`config.mk`:
```
export PLATFORM = sky130hd
export DESIGN_NAME = port_b_gpio_pin_select
export DESIGN_NICKNAME = d
export VERILOG_FILES = /design/src/hw/portb_pkg.sv /design/src/hw/pin_sync.sv /design/src/hw/pin_func_sel.sv /design/src/hw/port_b_gpio_pin_select.sv
export SDC_FILE = /design/constraint.sdc
export NUM_CORES = 1
export LEC_CHECK = 0
export BUFFER_PORTS_ARGS = -buffer_cell sky130_fd_sc_hd__buf_2
export CAP_MARGIN = 20
export CORE_MARGIN = 4
export CORE_UTILIZATION = 35
export CTS_CLUSTER_DIAMETER = 150
export DETAILED_ROUTE_END_ITERATION = 8
export SLEW_MARGIN = 20
export SYNTH_ARGS = -nofsm -noshare
export SYNTH_HDL_FRONTEND = slang
export SYNTH_SLANG_ARGS = --single-unit
```
`constraint.sdc`:
```
create_clock -name clk_sys -period 2.7 [get_ports clk_sys]
set_clock_uncertainty 0.15 [all_clocks]
set_input_delay 0.675 -clock clk_sys [delete_from_list [all_inputs] [get_ports clk_sys]]
set_output_delay 0.675 -clock clk_sys [all_outputs]
set_load 0.01 [all_outputs]
```
`src/hw/portb_pkg.sv`:
```
package portb_pkg;
    localparam int PORT_W = 8;
    localparam int ADDR_W = 20;
    localparam logic [19:0] PIN_DIRECTION_ADDR = 20'hee00a;
    localparam logic [19:0] PIN_OUTPUT_DATA_ADDR = 20'hfffda;
    localparam logic [7:0] PIN_DIRECTION_RST = 8'h00;
    localparam logic [7:0] PIN_OUTPUT_DATA_RST = 8'h00;
    localparam logic [7:0] WO_READBACK = 8'hff;
    localparam int BIT_B3 = 3;
    localparam int BIT_B4 = 4;
    localparam int BIT_B5 = 5;
    localparam int BIT_B6 = 6;
    localparam int BIT_B7 = 7;
    localparam int SYNC_STAGES = 2;
    // One-hot pin function codes
    typedef enum logic [5:0] {
        FN_INPUT = 6'b000001,
        FN_GPO = 6'b000010,
        FN_PATTERN = 6'b000100,
        FN_PERIPH_OUT = 6'b001000,
        FN_PERIPH_IN = 6'b010000,
        FN_PERIPH_OD = 6'b100000
    } pin_fn_t;
endpackage

```
`src/hw/pin_sync.sv`:
```
`timescale 1ns/1ns
module pin_sync #(
    parameter int WIDTH = 8
) (
    input wire logic clk_sys,
    input wire logic rst_b,
    input wire logic [WIDTH-1:0] async_in,
    output logic [WIDTH-1:0] sync_out
);
    logic [WIDTH-1:0] meta_ff;
    initial begin
        if (WIDTH < 1) begin
            $error("pin_sync width must be positive");
        end
    end
    always_ff @(posedge clk_sys or negedge rst_b) begin
        if (!rst_b) begin
            meta_ff <= '0;
            sync_out <= '0;
        end else begin
            meta_ff <= async_in;
            sync_out <= meta_ff;
        end
    end
endmodule

```
`src/hw/pin_func_sel.sv`:
```
`timescale 1ns/1ns
module pin_func_sel (
    input wire logic [7:0] dir,
    input wire logic [7:0] dout,
    input wire logic [7:0] pattern_enable_reg_high,
    input wire logic [7:0] pattern_data,
    input wire logic smart_card_select,
    input wire logic serial_receive_enable,
    input wire logic serial_transmit_enable,
    input wire logic serial_transmit_output,
    input wire logic serial_transmit_drive,
    input wire logic sync_mode,
    input wire logic internal_clock_enable,
    input wire logic external_clock_enable,
    input wire logic serial_clock_out,
    input wire logic lower_cas_sel,
    input wire logic lower_column_strobe,
    input wire logic upper_cas_sel,
    input wire logic upper_column_strobe,
    input wire logic bit3_periph_sel,
    input wire logic bit3_periph_val,
    output logic [7:0] pin_o,
    output logic [7:0] pin_oe
);
    import portb_pkg::*;
    always_comb begin
        for (int i = 0; i < PORT_W; i++) begin
            pin_oe[i] = dir[i];
            pin_o[i] = pattern_enable_reg_high[i] ? pattern_data[i] : dout[i];
        end
        if (smart_card_select || serial_receive_enable) begin
            pin_oe[BIT_B7] = 1'b0;
            pin_o[BIT_B7] = 1'b0;
        end
        if (smart_card_select || serial_transmit_enable) begin
            pin_o[BIT_B6] = serial_transmit_output;
            pin_oe[BIT_B6] = smart_card_select ? serial_transmit_drive : 1'b1;
        end
        if (external_clock_enable) begin
            pin_oe[BIT_B5] = 1'b0;
            pin_o[BIT_B5] = 1'b0;
        end else if (sync_mode || internal_clock_enable) begin
            pin_oe[BIT_B5] = 1'b1;
            pin_o[BIT_B5] = serial_clock_out;
        end
        if (lower_cas_sel) begin
            pin_oe[BIT_B5] = 1'b1;
            pin_o[BIT_B5] = lower_column_strobe;
        end
        if (upper_cas_sel) begin
            pin_oe[BIT_B4] = 1'b1;
            pin_o[BIT_B4] = upper_column_strobe;
        end
        if (bit3_periph_sel) begin
            pin_oe[BIT_B3] = 1'b1;
            pin_o[BIT_B3] = bit3_periph_val;
        end
    end
endmodule

```
`src/hw/port_b_gpio_pin_select.sv`:
```
`timescale 1ns/1ns
module port_b_gpio_pin_select #(
    parameter int PORT_WIDTH = portb_pkg::PORT_W
) (
    input wire logic clk_sys,
    input wire logic rst_b,
    input wire logic hw_standby,
    input wire logic [portb_pkg::ADDR_W-1:0] reg_addr,
    input wire logic [7:0] reg_wdata,
    input wire logic reg_wr,
    input wire logic reg_rd,
    output logic [7:0] reg_rdata,
    input wire logic [7:0] pin_i,
    output logic [7:0] pin_o,
    output logic [7:0] pin_oe,
    input wire logic [7:0] pattern_enable_reg_high,
    input wire logic [7:0] pattern_data,
    input wire logic smart_card_select,
    input wire logic serial_receive_enable,
    input wire logic serial_transmit_enable,
    input wire logic serial_transmit_output,
    input wire logic serial_transmit_drive,
    input wire logic sync_mode,
    input wire logic internal_clock_enable,
    input wire logic external_clock_enable,
    input wire logic serial_clock_out,
    input wire logic [2:0] dram_area_sel,
    input wire logic strobe_select,
    input wire logic lower_column_strobe,
    input wire logic upper_column_strobe,
    input wire logic [3:0] timer_output_select,
    input wire logic [1:0] counter_clear_sel,
    input wire logic timer3_io,
    input wire logic chip_select4_enable,
    input wire logic chip_select4_n,
    input wire logic dma_ext_request_sel,
    output logic dma_request_one,
    output logic serial_receive_input,
    output logic serial_clock_in,
    output logic timer3_in
);
    import portb_pkg::*;

    logic [7:0] pin_direction_ff;
    logic [7:0] pin_output_data_ff;
    logic [7:0] pin_sync;
    logic [7:0] sel_o;
    logic [7:0] sel_oe;
    logic [7:0] nxt_rdata;
    logic dram_cas_area;
    logic lower_cas_sel;
    logic upper_cas_sel;
    logic bit3_periph_sel;
    logic bit3_periph_val;
    logic timer3_out_sel;
    logic cs4_sel;

    initial begin
        if (PORT_WIDTH != PORT_W) begin
            $error("port width must be eight");
        end
    end

    pin_sync #(.WIDTH(PORT_W)) u_sync (
        .clk_sys(clk_sys),
        .rst_b(rst_b),
        .async_in(pin_i),
        .sync_out(pin_sync)
    );

    always_ff @(posedge clk_sys or negedge rst_b) begin
        if (!rst_b) begin
            pin_direction_ff <= PIN_DIRECTION_RST;
        end else if (hw_standby) begin
            pin_direction_ff <= PIN_DIRECTION_RST;
        end else if (reg_wr && reg_addr == PIN_DIRECTION_ADDR) begin
            pin_direction_ff <= reg_wdata;
        end
    end

    always_ff @(posedge clk_sys or negedge rst_b) begin
        if (!rst_b) begin
            pin_output_data_ff <= PIN_OUTPUT_DATA_RST;
        end else if (hw_standby) begin
            pin_output_data_ff <= PIN_OUTPUT_DATA_RST;
        end else if (reg_wr && reg_addr == PIN_OUTPUT_DATA_ADDR) begin
            pin_output_data_ff <= reg_wdata;
        end
    end

    always_comb begin
        nxt_rdata = 8'h00;
        if (reg_addr == PIN_DIRECTION_ADDR) begin
            nxt_rdata = WO_READBACK;
        end else if (reg_addr == PIN_OUTPUT_DATA_ADDR) begin
            nxt_rdata = (pin_direction_ff & pin_output_data_ff)
                | (~pin_direction_ff & pin_sync);
        end
    end

    always_ff @(posedge clk_sys or negedge rst_b) begin
        if (!rst_b) begin
            reg_rdata <= 8'h00;
        end else if (reg_rd) begin
            reg_rdata <= nxt_rdata;
        end else begin
            reg_rdata <= 8'h00;
        end
    end

    // Every nonzero DRAM area select encoding (1..7) gives the upper column strobe, and the lower one with strobe_select
    assign dram_cas_area = (dram_area_sel != 3'h0);
    assign lower_cas_sel = dram_cas_area && strobe_select;
    assign upper_cas_sel = dram_cas_area;

    assign timer3_out_sel = (timer_output_select != 4'h0);
    assign cs4_sel = chip_select4_enable || (dram_area_sel == 3'h5);
    assign bit3_periph_sel = cs4_sel || timer3_out_sel;
    assign bit3_periph_val = cs4_sel ? chip_select4_n : timer3_io;

    pin_func_sel u_sel (
        .dir(pin_direction_ff),
        .dout(pin_output_data_ff),
        .pattern_enable_reg_high(pattern_enable_reg_high),
        .pattern_data(pattern_data),
        .smart_card_select(smart_card_select),
        .serial_receive_enable(serial_receive_enable),
        .serial_transmit_enable(serial_transmit_enable),
        .serial_transmit_output(serial_transmit_output),
        .serial_transmit_drive(serial_transmit_drive),
        .sync_mode(sync_mode),
        .internal_clock_enable(internal_clock_enable),
        .external_clock_enable(external_clock_enable),
        .serial_clock_out(serial_clock_out),
        .lower_cas_sel(lower_cas_sel),
        .lower_column_strobe(lower_column_strobe),
        .upper_cas_sel(upper_cas_sel),
        .upper_column_strobe(upper_column_strobe),
        .bit3_periph_sel(bit3_periph_sel),
        .bit3_periph_val(bit3_periph_val),
        .pin_o(sel_o),
        .pin_oe(sel_oe)
    );

    always_ff @(posedge clk_sys or negedge rst_b) begin
        if (!rst_b) begin
            pin_o <= 8'h00;
            pin_oe <= 8'h00;
        end else if (hw_standby) begin
            pin_o <= 8'h00;
            pin_oe <= 8'h00;
        end else begin
            pin_o <= sel_o;
            pin_oe <= sel_oe;
        end
    end

    // DMA request from bit 3 pin
    always_ff @(posedge clk_sys or negedge rst_b) begin
        if (!rst_b) begin
            dma_request_one <= 1'b1;
        end else begin
            dma_request_one <= dma_ext_request_sel ? pin_sync[BIT_B3] : 1'b1;
        end
    end

    always_ff @(posedge clk_sys or negedge rst_b) begin
        if (!rst_b) begin
            serial_receive_input <= 1'b1;
            serial_clock_in <= 1'b0;
            timer3_in <= 1'b0;
        end else begin
            serial_receive_input <= pin_sync[BIT_B7];
            serial_clock_in <= pin_sync[BIT_B5];
            timer3_in <= (counter_clear_sel == 2'h3) ? pin_sync[BIT_B3] : 1'b0;
        end
    end

    chk_dir_write: assert property (@(posedge clk_sys) disable iff (!rst_b)
        reg_wr && reg_addr == PIN_DIRECTION_ADDR && !hw_standby
        |=> pin_direction_ff == $past(reg_wdata))
        else $error("direction write lost");
    chk_dir_readback: assert property (@(posedge clk_sys) disable iff (!rst_b)
        reg_rd && reg_addr == PIN_DIRECTION_ADDR |=> reg_rdata == 8'hff)
        else $error("direction read not all ones");
    chk_hwstby_dir: assert property (@(posedge clk_sys) disable iff (!rst_b)
        hw_standby |=> pin_direction_ff == 8'h00 && pin_output_data_ff == 8'h00)
        else $error("standby did not clear");
    chk_data_read: assert property (@(posedge clk_sys) disable iff (!rst_b)
        reg_rd && reg_addr == PIN_OUTPUT_DATA_ADDR
        |=> reg_rdata == (($past(pin_direction_ff) & $past(pin_output_data_ff))
            | (~$past(pin_direction_ff) & $past(pin_sync))))
        else $error("data readback wrong");
    chk_data_hold: assert property (@(posedge clk_sys) disable iff (!rst_b)
        !hw_standby && !(reg_wr && reg_addr == PIN_OUTPUT_DATA_ADDR)
        |=> $stable(pin_output_data_ff))
        else $error("data changed without write");
    chk_gpo_drive: assert property (@(posedge clk_sys) disable iff (!rst_b)
        !hw_standby && pin_direction_ff[0] && !pattern_enable_reg_high[0]
        |=> pin_oe[0] && pin_o[0] == $past(pin_output_data_ff[0]))
        else $error("general output not driven");
    chk_upper_column_strobe_take: assert property (@(posedge clk_sys) disable iff (!rst_b)
        !hw_standby && upper_cas_sel |=> pin_oe[BIT_B4])
        else $error("upper strobe not driven");
    chk_rx_input: assert property (@(posedge clk_sys) disable iff (!rst_b)
        !hw_standby && serial_receive_enable |=> !pin_oe[BIT_B7])
        else $error("receive pin driven");
    chk_dma_req: assert property (@(posedge clk_sys) disable iff (!rst_b)
        dma_ext_request_sel |=> dma_request_one == $past(pin_sync[BIT_B3]))
        else $error("dma request wrong");
    chk_dir_hold: assert property (@(posedge clk_sys) disable iff (!rst_b)
        !hw_standby && !(reg_wr && reg_addr == PIN_DIRECTION_ADDR)
        |=> $stable(pin_direction_ff))
        else $error("direction changed without write");
    chk_data_write: assert property (@(posedge clk_sys) disable iff (!rst_b)
        reg_wr && reg_addr == PIN_OUTPUT_DATA_ADDR && !hw_standby
        |=> pin_output_data_ff == $past(reg_wdata))
        else $error("data write lost");
    chk_tx_drive: assert property (@(posedge clk_sys) disable iff (!rst_b)
        !hw_standby && serial_transmit_enable && !smart_card_select
        |=> pin_oe[BIT_B6] && pin_o[BIT_B6] == $past(serial_transmit_output))
        else $error("transmit pin not driven");
    chk_smart_hiz: assert property (@(posedge clk_sys) disable iff (!rst_b)
        !hw_standby && smart_card_select
        |=> pin_oe[BIT_B6] == $past(serial_transmit_drive) && !pin_oe[BIT_B7])
        else $error("smart-card pin state wrong");
    chk_sck_input: assert property (@(posedge clk_sys) disable iff (!rst_b)
        !hw_standby && external_clock_enable && !lower_cas_sel
        |=> !pin_oe[BIT_B5])
        else $error("clock input pin driven");
    chk_sck_output: assert property (@(posedge clk_sys) disable iff (!rst_b)
        !hw_standby && !external_clock_enable && !lower_cas_sel
        && (sync_mode || internal_clock_enable)
        |=> pin_oe[BIT_B5] && pin_o[BIT_B5] == $past(serial_clock_out))
        else $error("clock output pin wrong");
    chk_lower_column_strobe_take: assert property (@(posedge clk_sys) disable iff (!rst_b)
        !hw_standby && lower_cas_sel
        |=> pin_oe[BIT_B5] && pin_o[BIT_B5] == $past(lower_column_strobe))
        else $error("lower strobe not driven");
    chk_pattern_out: assert property (@(posedge clk_sys) disable iff (!rst_b)
        !hw_standby && !upper_cas_sel && pin_direction_ff[BIT_B4]
        && pattern_enable_reg_high[BIT_B4]
        |=> pin_oe[BIT_B4] && pin_o[BIT_B4] == $past(pattern_data[BIT_B4]))
        else $error("pattern output wrong");
    chk_input_pin: assert property (@(posedge clk_sys) disable iff (!rst_b)
        !hw_standby && !upper_cas_sel && !pin_direction_ff[BIT_B4]
        |=> !pin_oe[BIT_B4])
        else $error("input pin driven");
    chk_standby_release: assert property (@(posedge clk_sys) disable iff (!rst_b)
        hw_standby |=> pin_oe == 8'h00)
        else $error("pins driven in standby");
    chk_bit3_periph: assert property (@(posedge clk_sys) disable iff (!rst_b)
        !hw_standby && bit3_periph_sel
        |=> pin_oe[BIT_B3] && pin_o[BIT_B3] == $past(bit3_periph_val))
        else $error("bit 3 peripheral output wrong");
    chk_t3_input: assert property (@(posedge clk_sys) disable iff (!rst_b)
        counter_clear_sel == 2'h3 |=> timer3_in == $past(pin_sync[BIT_B3]))
        else $error("timer input wrong");
    chk_rdata_idle: assert property (@(posedge clk_sys) disable iff (!rst_b)
        !reg_rd |=> reg_rdata == 8'h00)
        else $error("read data outside read cycle");

    cov_dir_write: cover property (@(posedge clk_sys) disable iff (!rst_b)
        reg_wr && reg_addr == PIN_DIRECTION_ADDR);
    cov_data_read: cover property (@(posedge clk_sys) disable iff (!rst_b)
        reg_rd && reg_addr == PIN_OUTPUT_DATA_ADDR && pin_direction_ff != 8'h00);
    cov_lower_column_strobe: cover property (@(posedge clk_sys) disable iff (!rst_b) lower_cas_sel);
    cov_smart_drive: cover property (@(posedge clk_sys) disable iff (!rst_b)
        smart_card_select && serial_transmit_drive);
    cov_dma_sel: cover property (@(posedge clk_sys) disable iff (!rst_b)
        dma_ext_request_sel && pin_sync[BIT_B3]);
endmodule

```
==> results.md <==
- Status: finished clean
- Die H: 91.7 um
- CTS tree: built
- CTS Hold Bufs: 0
- Flop and latch count out of synthesis: 60
- Sw power: 422 uW
- Syn Area/Cell: 11.9 um^2
- Inserted Clock Buffers: 9
- Multi-input gate area: 875 um^2
- Slew Limit Fails: 0
- Initial antenna violation count: 0
- Largest stage delay on the critical path: 0.42 ns
- Synth warnings: 0
- Max_cap viols: 0
- Initial Util: 36.1%
- Most common cell after layout, fill and taps aside: buf_2
- Post-synth ARST share: 100%
- Global-route wire length before repair: 9710 um
- Crit start category: primary input
- CTS max path bufs: 2
- Synth Cell Area: 2450 um^2
- Pint: 1.54 mW
- Clk root buf: clkbuf_8
- # Post-CTS Setup Buffers: 0
- P&R area growth vs syn: 34.6%
- # H-tree levels: 3
- Mapped Nets: 288
- Worst slew pin tran: 0.572 ns
- Crit path max fanout: 6
- Post-layout minimum cycle time: 2.01 ns
- N_diodes: 0
- Largest net degree at the start of global routing: 61
- Main synth FF type: dfrtp_1
- Routed Antenna Nets: 0
- Min-Delay Path Class: primary input to async pin
- Final period utilization: 74.5%
- Net count, final: 401
- Peak VDD IR: 0.000423 V
- Fillers: 631
- CP max stage cell: nor4_1
- Num rows: 30
- Sequential cell area: 1500 um^2
- Sum Neg Setup Slack: 0 ns
- Core box area: 6790 um^2
- GRT overflow: 0
- CP required: 2.76 ns
- Unique masters post-synth: 36
- PD cells: 594 nW/um^2
- DR pass1 iterations: 4
- Relative slew slack: 61.9%
- Final RePlAce weighted congestion: 0.791
- Port bufs: 109
- Crit Path Class: primary input to flop
- I/O Pins: 110
- WL/cell: 14.0 um
- Die W: 91.7 um
- Layout cells sized above 1: 45.7%
- Die ar.: 8410 um^2
- Via Count: 1,940
- Achievable frequency: 0.497 GHz
- Seq/Total Area, Yosys: 61.3%
- Clock slew at reported path FFs: 0.07 ns
- # DRC: 0
- Endpoint class of the critical path: flop
- Starting DRT DRC Count: 143
- Pleak: 1.66 nW
- Crit-path cells: buf_2 -> nor4_1 -> nand3_1 -> nor2_2 -> mux2_1
- Total track usage: 14.8%
- Clk Latency, worst-skew pair: 0.33 ns
- Worst endpoint data arrival time: 2.08 ns
- Logic gate share of total power: 7.8%
- Gates resized, CTS repair: 0
- Final hold viol count: 0
- Clk pwr share: 44.8%
- Post-synth EDFFs: 0
- Final core utilization: 48.6%
- Detailed-route wire length: 5870 um
- Post-detail-place hpwl: 4290 um
- Sw Share: 21.5%
- Commonest cells after routing, fill and taps aside: buf_2 (109), dfrtp_1 (58), nand3_1 (23), nor2_1 (17), a21oi_1 (17)
- Vias/cell: 4.62
- Setup Viol. Count Final: 0
- Unrepaired setup endpoints after global routing: false
- Vias in the first global route: 1,970
- Seq pwr share: 47.4%
- Cell count after synthesis: 206
- # clock sinks: 60
==> state kept, by name (all words and copies together), names as in the netlist <==
name / cells
dma_request_one: 1
pin_direction_ff: 8
pin_o: 8
pin_oe: 8
pin_output_data_ff: 8
reg_rdata: 8
serial_clock_in: 1
serial_receive_input: 1
timer3_in: 1
u_sync.meta_ff: 8
u_sync.sync_out: 8
==> cells in the mapped netlist, drive strengths merged, types with 2 or more instances <==
master / number / area [um^2]
mux2i: 8 / 80.1
and4: 2 / 20.0
nor2: 18 / 70.1
nand2: 4 / 20.0
a21oi: 17 / 85.1
dfstp: 2 / 52.6
nand3: 23 / 115
mux2: 13 / 146
a21boi: 8 / 60.1
and3: 3 / 18.8
buf: 6 / 42.5
nor3: 2 / 10.0
dfrtp: 58 / 1450
inv: 2 / 7.51
nor4: 4 / 40.0
a31oi: 2 / 12.5
nor2b: 6 / 37.5
o21ai: 14 / 70.1
clkbuf: 4 / 25.0
==> path summary, 6_finish.rpt <==
| check | depth (start not counted) | slack, ns | end | start |
|---|---|---|---|---|
| setup reg to reg | 4 | 1.33 | pin_o[3]$_DFF_PN0_ | pin_output_data_ff[3]$_DFFE_PN0P_ |
| max in group asynchronous | 2 | 1.89 | serial_receive_input$_DFF_PN1_ | rst_b |
| setup / recovery | 5 | 0.69 | pin_direction_ff[0]$_DFFE_PN0P_ | reg_addr[8] |
| min in group clk_sys | 0 | 0.20 | u_sync.sync_out[6]$_DFF_PN0_ | u_sync.meta_ff[6]$_DFF_PN0_ |
| hold reg to reg | 0 | 0.20 | u_sync.sync_out[6]$_DFF_PN0_ | u_sync.meta_ff[6]$_DFF_PN0_ |
| hold / removal | 2 | 0.18 | pin_oe[5]$_DFF_PN0_ | rst_b |
==> cells by family (layout without fill, tap and decap cells) <==
| logic type | count (synthesis) | in the layout | share of synthesized area [%] |
|---|---|---|---|
| DFF | 60 | 60 | 61.3 |
| buffers and inverters | 12 | 130 | 3.06 |
| muxes | 21 | 21 | 9.23 |
| and+or+nand+nor | 69 | 69 | 16.2 |
| AOI/OAI and AO/OA | 44 | 44 | 10.2 |
==> critical path, delay by kind of cell <==
kind,cells,cell delay [ns]
buffers and inverters,1,0.11
AND/OR/NAND/NOR,3,0.94
multiplexers,1,0.34
==> metrics by stage <==
| stage | std cells | hold slack (ns) | instance area, um^2 | setup WS [ns] | power (mW) |
|---|---|---|---|---|---|
| CTS | 420 | 0.192 | 3300 | 0.685 | 2.00 |
| floorplan | 206 | 0.181 | 2450 | 0.745 | 1.00 |
| finish | 420 | 0.183 | 3300 | 0.689 | 1.96 |
| detailed placement | 404 | 0.185 | 3090 | 0.328 | 1.10 |
| global route | 420 | 0.198 | 3300 | 0.585 | 2.06 |
| global placement | 404 | 0.182 | 3090 | 0.385 | 1.10 |
==> area by class of cell <==
type                    instances  share of cell area (%)
inverters                       2                   0.227
flip-flops and latches         60                    45.5
multi-input cells             134                    26.5
clock inverters                 5                    2.27
clock buffers                  11                    4.28
repair buffers                112                    17.6
well taps                      96                    3.64
==> layer usage <==
metal	vias to the layer above	global-route usage (%)	share of wire [%]
met4	0	5.45	1.6
met3	7	4.43	5.0
met2	66	23.2	49
li1	966	-	-
met1	901	19.3	44
met5	-	0	0
==> power by group through the flow <==
stage               registers, mW  clock network (mW)  logic, mW
floorplan                   0.954                   0     0.0465
global route                0.933               0.958      0.173
finish                      0.930               0.880      0.153
detailed placement          0.947                   0      0.156
CTS                         0.930               0.911      0.157
global placement            0.946                   0      0.154
No activity file was read; power rests on OpenSTA's default activity.
